===== config.mk =====
export PLATFORM = sky130hd
export DESIGN_NAME = rsw_top
export DESIGN_NICKNAME = d
export VERILOG_FILES = /design/src/rtl/rsw_sync.v /design/src/rtl/rsw_top.v
export VERILOG_INCLUDE_DIRS = /design/src /design/src/rtl
export SDC_FILE = /design/constraint.sdc
export NUM_CORES = 1
export LEC_CHECK = 0
export BUFFER_PORTS_ARGS = -buffer_cell sky130_fd_sc_hd__buf_4
export CAP_MARGIN = 20
export CORE_ASPECT_RATIO = 0.9
export CORE_UTILIZATION = 59
export DETAILED_ROUTE_END_ITERATION = 16
export HOLD_SLACK_MARGIN = 0.03
export PLACE_DENSITY = 0.87
export SKIP_LAST_GASP = 1
export SLEW_MARGIN = 20
export SYNTH_ARGS = -nofsm -noshare
export SYNTH_HDL_FRONTEND = slang
export SYNTH_SLANG_ARGS = --single-unit

===== constraint.sdc =====
create_clock -name clk -period 8.3 [get_ports clk]
set_input_delay 0 -clock clk [delete_from_list [all_inputs] [get_ports clk]]
set_output_delay 0 -clock clk [all_outputs]
set_load 0.05 [all_outputs]

===== src/rtl/rsw_consts.vh =====
// Purpose: Shared constants of the reset-source and watchdog block
// Assumes: 50 MHz system clock, APB with 32-bit data
// Notes: Offsets are byte addresses on the APB
`ifndef RSW_CONSTS_VH
`define RSW_CONSTS_VH

// Register byte offsets
`define RSW_ADDR_SRC 8'h00
`define RSW_ADDR_WDT 8'h04
`define RSW_ADDR_OSC 8'h08

// Reset cause flag positions
`define RSW_SRC_PIN_BIT 0
`define RSW_SRC_POR_BIT 1
`define RSW_SRC_CLK_BIT 2
`define RSW_SRC_CMP_BIT 5

// Oscillator control layout and reset value
`define RSW_OSC_CLKDET_BIT 7
`define RSW_OSC_EXT_BIT 3
`define RSW_OSC_FREQ_MSB 1
`define RSW_OSC_FREQ_LSB 0
`define RSW_OSC_RESET 8'h00
`define RSW_OSC_WMASK 8'h8B

// Watchdog keys, interval field and reset value
`define RSW_KEY_RESTART 8'hA5
`define RSW_KEY_DIS1 8'hDE
`define RSW_KEY_DIS2 8'hAD
`define RSW_KEY_LOCK 8'hFF
`define RSW_WDT_IVAL_RESET 3'h7
`define RSW_WDT_BASE_EXP 5'h06
`define RSW_WDT_KEY_WINDOW 3'h4

// Core-facing reset values
`define RSW_RESET_VECTOR 16'h0000
`define RSW_PORT_LATCH_RESET 8'hFF

// Timing
`define RSW_CLK_HZ 50000000
`define RSW_POR_TIMEOUT_MS 100
// 100 ms at 50 MHz, sized to the 23-bit timeout counter
`define RSW_POR_CYCLES 23'h4C4B40
`define RSW_PIN_TAIL_CYCLES 23'h00000C

`endif


===== src/rtl/rsw_sync.v =====
// Purpose: Two-flop synchroniser for a group of level inputs
// Assumes: Each bit is an independent level, no bus coherency needed
// Notes: First stage feeds only the second stage
`timescale 1ns/1ps
module rsw_sync #(
  parameter WIDTH = 1
) (
  input wire clk,
  input wire reset_n,
  input wire [WIDTH-1:0] d,
  output wire [WIDTH-1:0] q
);

  reg [WIDTH-1:0] meta_reg;
  reg [WIDTH-1:0] sync_reg;

  // Constant reset value; pins are resampled right after release
  always @(posedge clk) begin
    if (!reset_n) begin
      meta_reg <= {WIDTH{1'b0}};
      sync_reg <= {WIDTH{1'b0}};
    end else begin
      meta_reg <= d;
      sync_reg <= meta_reg;
    end
  end

  assign q = sync_reg;

endmodule


===== src/rtl/rsw_top.v =====
// Purpose: Reset-source sequencer and 21-bit watchdog with APB registers
// Assumes: All pin inputs asynchronous; core registers reset by core_reset_n
// Notes: reset_n is treated as a genuine power-up
//
// Summary of operation
// - In reset core halts, ports known, SFRs reset; restart at 0x0000.
// - Data memory untouched by reset; only stack pointer reinitialised.
// - Reset loads port latches with all ones; pull-ups always enabled.
// - Supply or software power-on reset drives pin low until timeout ends.
// - After reset internal oscillator default, watchdog max; wait clock stable.
// - Six reset sources: supply, pin, software, comparator, clock loss, watchdog.
// - Power-up holds reset until supply good, then pin low for timeout.
// - Monitor-enable input high enables supply monitor; tied on small parts.
// - Power-on exit sets bit 1 flag; other resets clear it.
// - Writing one to power-on flag forces full power-on reset.
// - Supply drop with monitor on drives pin low and resets.
// - External low pin resets; held 12 cycles after release; sets bit 0.
// - Enabled clock-loss detector resets, sets bit 2, pin untouched.
// - Armed comparator low resets; bit 5 reads one while armed and after its reset.
// - Watchdog is 21-bit system-clock counter; overflow resets, pin untouched.
// - Every reset exit leaves watchdog running with interval all ones.
// - Restart key enables watchdog and clears its count.
// - Disable needs first key then second key within 4 cycles.
// - Lock key blocks disabling until next reset; no restart effect.
// - Timeout is four to three-plus-interval clock periods; reads give interval.
//
// Our own choices: the register offsets and register access over APB.
`timescale 1ns/1ps
`include "rsw_consts.vh"
module rsw_top #(
  parameter [22:0] POR_TIMEOUT_CYCLES = `RSW_POR_CYCLES,
  parameter MONITOR_PIN_PRESENT = 1
) (
  input wire clk,
  input wire reset_n,
  input wire psel,
  input wire penable,
  input wire pwrite,
  input wire [7:0] paddr,
  input wire [31:0] pwdata,
  output wire [31:0] prdata,
  output wire pready,
  output wire pslverr,
  input wire rst_pin_in,
  output wire rst_pin_out,
  output wire rst_pin_oe,
  input wire supply_ok,
  input wire supply_monitor_enable_pin,
  input wire clock_missing,
  input wire comparator_low,
  input wire clock_stable,
  output wire core_reset_n,
  output wire [15:0] core_start_addr,
  output wire [7:0] port_latch_value,
  output wire port_latch_load,
  output wire pullup_enable,
  output wire stack_pointer_reinit,
  output wire osc_use_external,
  output wire [1:0] osc_freq_sel,
  output wire watchdog_running
);

  // Sequencer states
  localparam [2:0] S_RUN = 3'h0;
  localparam [2:0] S_SUPPLY = 3'h1;
  localparam [2:0] S_TIMEOUT = 3'h2;
  localparam [2:0] S_PIN = 3'h3;
  localparam [2:0] S_TAIL = 3'h4;

  // Reset causes
  localparam [2:0] C_POR = 3'h0;
  localparam [2:0] C_PIN = 3'h1;
  localparam [2:0] C_CLK = 3'h2;
  localparam [2:0] C_CMP = 3'h3;
  localparam [2:0] C_WDT = 3'h4;

  localparam [22:0] POR_LAST = POR_TIMEOUT_CYCLES - 23'h000001;
  localparam [22:0] TAIL_LAST = `RSW_PIN_TAIL_CYCLES - 23'h000001;

  wire [5:0] sync_q;
  wire pin_low;
  wire mon_en;
  wire supply_fail;
  wire clk_missing_s;
  wire cmp_low_s;
  wire clk_stable_s;
  wire in_run;
  wire apb_wr;
  wire sel_src;
  wire sel_wdt;
  wire sel_osc;
  wire mapped;
  wire src_wr;
  wire wdt_wr;
  wire osc_wr;
  wire sw_por;
  wire clk_trip;
  wire cmp_trip;
  wire wdt_hit;
  wire [4:0] wdt_shamt;
  wire [20:0] wdt_last;

  reg [2:0] state_reg;
  reg [2:0] state_next;
  reg [22:0] cnt_reg;
  reg [22:0] cnt_next;
  reg [2:0] cause_reg;
  reg [2:0] cause_next;
  reg [7:0] flags_reg;
  reg arm_reg;
  reg core_reset_n_reg;
  reg pin_oe_reg;
  reg [7:0] osc_reg;
  reg wdt_en_reg;
  reg [20:0] wdt_cnt_reg;
  reg [2:0] wdt_ival_reg;
  reg wdt_lock_reg;
  reg [2:0] wdt_win_reg;
  reg [31:0] prdata_reg;
  reg [31:0] rd_mux;

  // All pins cross in through two flops before anything looks at them
  rsw_sync #(
    .WIDTH(6)
  ) u_sync (
    .clk(clk),
    .reset_n(reset_n),
    .d({clock_stable, comparator_low, clock_missing,
        supply_monitor_enable_pin, supply_ok, rst_pin_in}),
    .q(sync_q)
  );

  assign pin_low = ~sync_q[0];
  assign clk_missing_s = sync_q[3];
  assign cmp_low_s = sync_q[4];
  assign clk_stable_s = sync_q[5];

  // Packages without the enable pin keep the monitor on
  assign mon_en = (MONITOR_PIN_PRESENT == 0) | sync_q[2];
  assign supply_fail = mon_en & ~sync_q[1];

  assign in_run = (state_reg == S_RUN);

  // APB decode; zero wait states, error on unmapped offsets
  assign apb_wr = psel & penable & pwrite;
  assign sel_src = (paddr == `RSW_ADDR_SRC);
  assign sel_wdt = (paddr == `RSW_ADDR_WDT);
  assign sel_osc = (paddr == `RSW_ADDR_OSC);
  assign mapped = sel_src | sel_wdt | sel_osc;
  assign pready = 1'b1;
  assign pslverr = psel & penable & ~mapped;

  // Writes only count while the core runs; a halted core issues none
  assign src_wr = apb_wr & sel_src & in_run;
  assign wdt_wr = apb_wr & sel_wdt & in_run;
  assign osc_wr = apb_wr & sel_osc & in_run;

  // Software power-on request
  assign sw_por = src_wr & pwdata[`RSW_SRC_POR_BIT];

  // Clock-loss detector gated by its oscillator-control enable
  assign clk_trip = osc_reg[`RSW_OSC_CLKDET_BIT] & clk_missing_s;

  // Armed comparator with plus input below minus input
  assign cmp_trip = arm_reg & cmp_low_s;

  // Limit is 4^(3+ival) = 2^(6+2*ival) cycles
  assign wdt_shamt = {1'b0, wdt_ival_reg, 1'b0} + `RSW_WDT_BASE_EXP;
  assign wdt_last = (21'h000001 << wdt_shamt) - 21'h000001;
  // Compare at or above, so shrinking the interval mid-count cannot skip the limit
  assign wdt_hit = wdt_en_reg & (wdt_cnt_reg >= wdt_last);

  // Sequencer next state; supply failure preempts everything
  always @* begin
    state_next = state_reg;
    cnt_next = cnt_reg;
    cause_next = cause_reg;
    if (supply_fail) begin
      state_next = S_SUPPLY;
      cause_next = C_POR;
      cnt_next = 23'h000000;
    end else begin
      case (state_reg)
        S_RUN: begin
          if (sw_por) begin
            state_next = S_TIMEOUT;
            cause_next = C_POR;
            cnt_next = 23'h000000;
          end else if (pin_low) begin
            state_next = S_PIN;
            cause_next = C_PIN;
          end else if (clk_trip) begin
            state_next = S_TAIL;
            cause_next = C_CLK;
            cnt_next = 23'h000000;
          end else if (cmp_trip) begin
            state_next = S_TAIL;
            cause_next = C_CMP;
            cnt_next = 23'h000000;
          end else if (wdt_hit) begin
            state_next = S_TAIL;
            cause_next = C_WDT;
            cnt_next = 23'h000000;
          end
        end
        S_SUPPLY: begin
          // Supply is good or unmonitored here, otherwise the preempt branch is taken
          state_next = S_TIMEOUT;
          cnt_next = 23'h000000;
        end
        S_TIMEOUT: begin
          if (cnt_reg == POR_LAST) begin
            state_next = S_TAIL;
            cnt_next = 23'h000000;
          end else begin
            cnt_next = cnt_reg + 23'h000001;
          end
        end
        S_PIN: begin
          if (!pin_low) begin
            state_next = S_TAIL;
            cnt_next = 23'h000000;
          end
        end
        S_TAIL: begin
          // Pin still reads low briefly after our own release; a power-on
          // keeps its cause, any other reset becomes a pin reset
          if (pin_low) begin
            cnt_next = 23'h000000;
            if (cause_reg != C_POR) begin
              state_next = S_PIN;
              cause_next = C_PIN;
            end
          end else if (cnt_reg == TAIL_LAST) begin
            if (clk_stable_s) begin
              state_next = S_RUN;
            end
          end else begin
            cnt_next = cnt_reg + 23'h000001;
          end
        end
        default: begin
          state_next = S_SUPPLY;
          cause_next = C_POR;
          cnt_next = 23'h000000;
        end
      endcase
    end
  end

  // One merged reset, released on a clock edge
  always @(posedge clk) begin
    if (!reset_n) begin
      state_reg <= S_SUPPLY;
      cnt_reg <= 23'h000000;
      cause_reg <= C_POR;
      core_reset_n_reg <= 1'b0;
      pin_oe_reg <= 1'b1;
    end else begin
      state_reg <= state_next;
      cnt_reg <= cnt_next;
      cause_reg <= cause_next;
      core_reset_n_reg <= (state_next == S_RUN);
      // Only supply and power-on resets pull the pin
      pin_oe_reg <= (state_next == S_SUPPLY) | (state_next == S_TIMEOUT);
    end
  end

  // Cause flags are written on exit from reset; the comparator arm also by source register writes
  always @(posedge clk) begin
    if (!reset_n) begin
      flags_reg <= 8'h00;
      arm_reg <= 1'b0;
    end else if (state_reg == S_TAIL && state_next == S_RUN) begin
      flags_reg <= 8'h00;
      flags_reg[`RSW_SRC_PIN_BIT] <= (cause_reg == C_PIN);
      flags_reg[`RSW_SRC_POR_BIT] <= (cause_reg == C_POR);
      flags_reg[`RSW_SRC_CLK_BIT] <= (cause_reg == C_CLK);
      arm_reg <= (cause_reg == C_CMP);
    end else if (src_wr) begin
      arm_reg <= pwdata[`RSW_SRC_CMP_BIT];
    end
  end

  // Oscillator control returns to defaults on every reset
  always @(posedge clk) begin
    if (!reset_n || !in_run) begin
      osc_reg <= `RSW_OSC_RESET;
    end else if (osc_wr) begin
      osc_reg <= pwdata[7:0] & `RSW_OSC_WMASK;
    end
  end

  // Watchdog; held at reset values while the core is in reset
  always @(posedge clk) begin
    if (!reset_n || !in_run) begin
      wdt_en_reg <= 1'b1;
      wdt_cnt_reg <= 21'h000000;
      wdt_ival_reg <= `RSW_WDT_IVAL_RESET;
      wdt_lock_reg <= 1'b0;
      wdt_win_reg <= 3'h0;
    end else begin
      if (wdt_en_reg) begin
        wdt_cnt_reg <= wdt_cnt_reg + 21'h000001;
      end
      if (wdt_win_reg != 3'h0) begin
        wdt_win_reg <= wdt_win_reg - 3'h1;
      end
      if (wdt_wr) begin
        // Any other watchdog register write in between breaks the disable pair
        wdt_win_reg <= 3'h0;
        case (pwdata[7:0])
          `RSW_KEY_RESTART: begin
            wdt_en_reg <= 1'b1;
            wdt_cnt_reg <= 21'h000000;
          end
          `RSW_KEY_DIS1: begin
            if (!wdt_lock_reg) begin
              wdt_win_reg <= `RSW_WDT_KEY_WINDOW;
            end
          end
          `RSW_KEY_DIS2: begin
            if (!wdt_lock_reg && wdt_win_reg != 3'h0) begin
              wdt_en_reg <= 1'b0;
            end
          end
          `RSW_KEY_LOCK: begin
            wdt_lock_reg <= 1'b1;
          end
          default: begin
            // Interval writes carry bit 7 clear; others are ignored
            if (!pwdata[7]) begin
              wdt_ival_reg <= pwdata[2:0];
            end
          end
        endcase
      end
    end
  end

  // Read data; bit 5 shows the comparator arm, which is also its flag
  always @* begin
    rd_mux = 32'h00000000;
    if (sel_src) begin
      rd_mux[7:0] = flags_reg;
      rd_mux[`RSW_SRC_CMP_BIT] = arm_reg;
    end else if (sel_wdt) begin
      rd_mux[2:0] = wdt_ival_reg;
    end else if (sel_osc) begin
      rd_mux[7:0] = osc_reg;
    end
  end

  // Captured in the setup cycle so the access phase sees a flop
  always @(posedge clk) begin
    if (!reset_n) begin
      prdata_reg <= 32'h00000000;
    end else if (psel && !penable && !pwrite) begin
      prdata_reg <= rd_mux;
    end
  end

  assign prdata = prdata_reg;

  // Open-drain reset pin: only ever pulls low
  assign rst_pin_out = 1'b0;
  assign rst_pin_oe = pin_oe_reg;

  // Core-facing reset; no memory clear exists on purpose
  assign core_reset_n = core_reset_n_reg;
  assign stack_pointer_reinit = ~core_reset_n_reg;
  assign core_start_addr = `RSW_RESET_VECTOR;
  assign port_latch_value = `RSW_PORT_LATCH_RESET;
  assign port_latch_load = ~core_reset_n_reg;
  assign pullup_enable = 1'b1;

  // Oscillator selection straight from its register
  assign osc_use_external = osc_reg[`RSW_OSC_EXT_BIT];
  assign osc_freq_sel = osc_reg[`RSW_OSC_FREQ_MSB:`RSW_OSC_FREQ_LSB];
  assign watchdog_running = wdt_en_reg;

endmodule


==> metrics.md <==
| Metric | Value |
|---|---|
| Peak VDD IR | 0.0995 mV |
| Worst-Skew Late Latency | around 0.37 ns |
| Overall routing resource usage | 26.0% |
| Run status | completed |
| PwrDens | 155 nW/um^2 |
| Synth area leader | dfxtp_1 |
| Launch point of the worst reg-to-reg path | wdt_ival_reg[2] |
| Via count | 4509 |
| Post-synth EDFFs | 0 |
| Clock Root Buffer | clkbuf_8 |
| DR vias/cell | 5.84 |
| Largest register FFs | 23 |
| FF-to-FF setup slack | 5.02 ns |
| Post-CTS repair timing setup buffer count | 0 |
| Reg2reg end | cnt_reg[8] |
| Worst-Margin Slew | just under 1 ns |
| CTS Sinks | 86 |
| Core ar. | between 8000 and 9000 sq um |
| Gr ovfl total | 0 |
| Synth Area per Inst | around 8 sq um |
| Highest Clock Rate | between 0.3 and 0.4 GHz |
| Die height | 89.4 um |
| Hold Path Sink | prdata[5] |
| Top_reg_cell synth | dfxtp_1 |
| Combinational share of power | 16.1% |
| Hold Crit Class | input port to flip-flop |
| Clock share of power | between 30% and 40% |
| ANT cells | 0 |
| Sw Ratio | about a third |
| Final Max Slew Viols | 0 |
| Post-synthesis cell area | about 5000 sq um |
| # setup viols final | 0 |
| Hold_ws | between 0.05 and 0.06 ns |
| Layout cells sized above 1 | ~11% |
| CP max FO | 23 |
| Initial antenna violation count | 0 |
| Synth cell types | 62 |
| Initial Util | just over 60% |
| Crit path time final | between 3 and 4 ns |
| CP Cell Sequence | o21ai_0 > or2_2 > ha_1 > nand4_1 > nor3_1 > nand4_1 > a21o_1 > a31o_4 > nand2_4 > o21ai_0 > a32o_1 |
| Pin count of the biggest net entering global routing | 26 |
| Max-Cap Viols | 0 |
| DRT Wirelength | approximately 11 mm |
| Final hold violation count | 0 |
| Vias in the first global route | 4044 |
| Lkg Pwr | roughly 2.3 nW |
| Clock Path Buffers | 2 |
| Fin crit share | 39.5% |
| CTS tree | done |
| RSZ-0062 raised after global routing | false |
| IO Pins | 119 |
| Worst Setup End Kind | flip-flop |
| Synth top area cells | dfxtp_1 34%, buf_4 8.5%, ha_1 6.0%, nor2_1 4.6%, nand2_1 4.4% |
| Crit-path max cell delay | 0.64 ns |
| Die area | slightly below 9000 sq um |
| CP top delay family | compound AO/OA/AOI/OAI gates |
| Area growth syn-to-layout | 11.1% |
| Synthesis warning total | 0 |
| Startpoint Class | flip-flop |
| Buf+Inv Stages, Crit Path | 0 |
| Top cells by count, synth | 86 x dfxtp_1, 62 x nor2_1, 59 x nand2_1 |
| Clock slew at reported path FFs | ~0.10 ns |
| Required @ worst endpoint | between 8 and 9 ns |
| Placer Congestion | about 0.94 |
| Wirelength per Cell | ~15 um |
| Seq/Total Area, Yosys | between 30% and 40% |
| Die width | around 99 um |
| Filler Cell Count | around 630 |
| Mapped Cells | ~620 |
| Post-route ant nets | 0 |
| DP HPWL | slightly below 8 mm |
| Initial detailed-routing violation count | between 200 and 300 |
| Sequential cell fraction of total power | 48.9% |
| Cell depth of the worst hold path | 4 |
| DRC Markers | 0 |
| Min-delay src | paddr[2] |
| FFs w/ async S/R, synth | 0% |
| CTS H-Tree Depth | 3 |
| Nets | approximately 740 |
| Most frequent cell after synthesis | dfxtp_1 |
| Headroom to the max-slew limit | between 30% and 40% |
| Num CTS Buffers | 9 |
| Clk_skew | between 0.01 and 0.015 ns |
| First-pass GRT wire length | around 19 mm |
| CP Class | flip-flop to flip-flop |
| NetSw | around 0.00027 W |
| Row cnt | 31 |
| Detailed Routing Iterations Pass 1 | 5 |
| FF-to-FF path depth | 11 |
| PortBufs | just over 40 |
| Yosys reg bits | 86 |
| Setup TNS Final | 0 ns |
| Synth top area share | around 34% |
| CP arrival | ~3.5 ns |
| Slowest cell on crit path | dfxtp_1 |
| Cell Int Power | slightly below 0.0006 W |
layout make-up:
type | count | area (sq um) | share of cell area (%)
multi-input cells | 494 | 2930 | 52.6
flip-flops and latches | 86 | 1720 | 30.9
repair buffers | 66 | 556 | 9.98
clock buffers | 9 | 124 | 2.22
well taps | 99 | 124 | 2.22
clock inverters | 7 | 71.3 | 1.28
inverters | 11 | 41.3 | 0.741
layout by cell type (no fill, tap or decap), types with 9 or more instances in the layout:
cell type / netlist / layout
nand2_1: 59 / 59
ha_1: 24 / 24
a31oi_1: 11 / 11
nor2_1: 62 / 62
and2_1: 20 / 20
and3_1: 16 / 16
inv_1: 11 / 11
a32o_1: 9 / 9
nor3_1: 17 / 17
nand3_1: 31 / 31
buf_4: 57 / 42
nand4_1: 14 / 14
clkbuf_8: 0 / 9
xor2_1: 15 / 15
dfxtp_1: 86 / 86
o21ai_0: 27 / 27
a21oi_1: 27 / 27
mux2i_1: 13 / 13
conb_1: 2 / 56
dlygate4sd3_1: 0 / 24
cells by family after synthesis:
logic type	share of synthesized area, %
mux	3.05
compound gates	14.8
buf+inv	11.2
other cells	0.150
flops	34.3
fa+ha+maj	5.99
xor+xnor	3.67
simple gates	26.8
repair_timing:
item / 4_1_cts / 5_1_grt
resized for setup: 0 / 0
endpoints found under the hold margin: 28 / 0
endpoints found under the setup margin: 0 / 0
hold buffers: 24 / 0
worst max-delay path by stage:
| stage | startpoint | to | depth (start not counted) | slack (ns) |
|---|---|---|---|---|
| floorplan | wdt_ival_reg[2] | cnt_reg[13] | 13 | 5.50 |
| global placement | wdt_ival_reg[2] | cnt_reg[8] | 11 | 5.20 |
| detailed placement | wdt_ival_reg[2] | cnt_reg[8] | 11 | 5.17 |
| CTS | wdt_ival_reg[2] | cnt_reg[8] | 11 | 5.09 |
| global route | wdt_ival_reg[2] | cnt_reg[12] | 11 | 4.85 |
| finish | wdt_ival_reg[2] | cnt_reg[8] | 11 | 5.02 |
layer usage:
metal,wire length [um],share of wire [%],vias to the layer above,track usage (%)
met2,5450,48,217,45.3
li1,-,-,2172,-
met1,4980,44,2103,32.6
met5,0,0,-,0
met4,178,1.6,0,9.09
met3,811,7.1,17,5.16
worst reg2reg max path, delay by kind of cell, from the launching register on:
| family | cells | cell delay [ns] |
|---|---|---|
| AOI/OAI and AO/OA | 5 | 1.13 |
| adders and majority gates | 1 | 0.30 |
| DFF | 1 | 0.64 |
| and+or+nand+nor | 5 | 1.10 |
power by group through the flow:
stage / clock network, W / logic (W) / registers [W]
after floorplan: 0 / 0.000124 / 0.000433
after global placement: 0 / 0.000126 / 0.000431
after detailed placement: 0 / 0.000128 / 0.000431
after CTS: 0.000304 / 0.000137 / 0.000422
after global routing: 0.000319 / 0.000148 / 0.000423
final: 0.000302 / 0.000139 / 0.000422
stage by stage:
step                total power, W  worst slack [ns]  util [%]  area (sq um)  instances
floorplan                 0.000557              5.50         -          5220        669
global placement          0.000557              5.20      63.0          5130        732
detailed placement        0.000560              5.17      63.0          5130        732
CTS                       0.000863              5.09      68.4          5570        772
global route              0.000889              4.85      68.4          5570        772
finish                    0.000863              5.02      68.4          5570        772
Note: power is estimated with default switching activity, not from simulation.
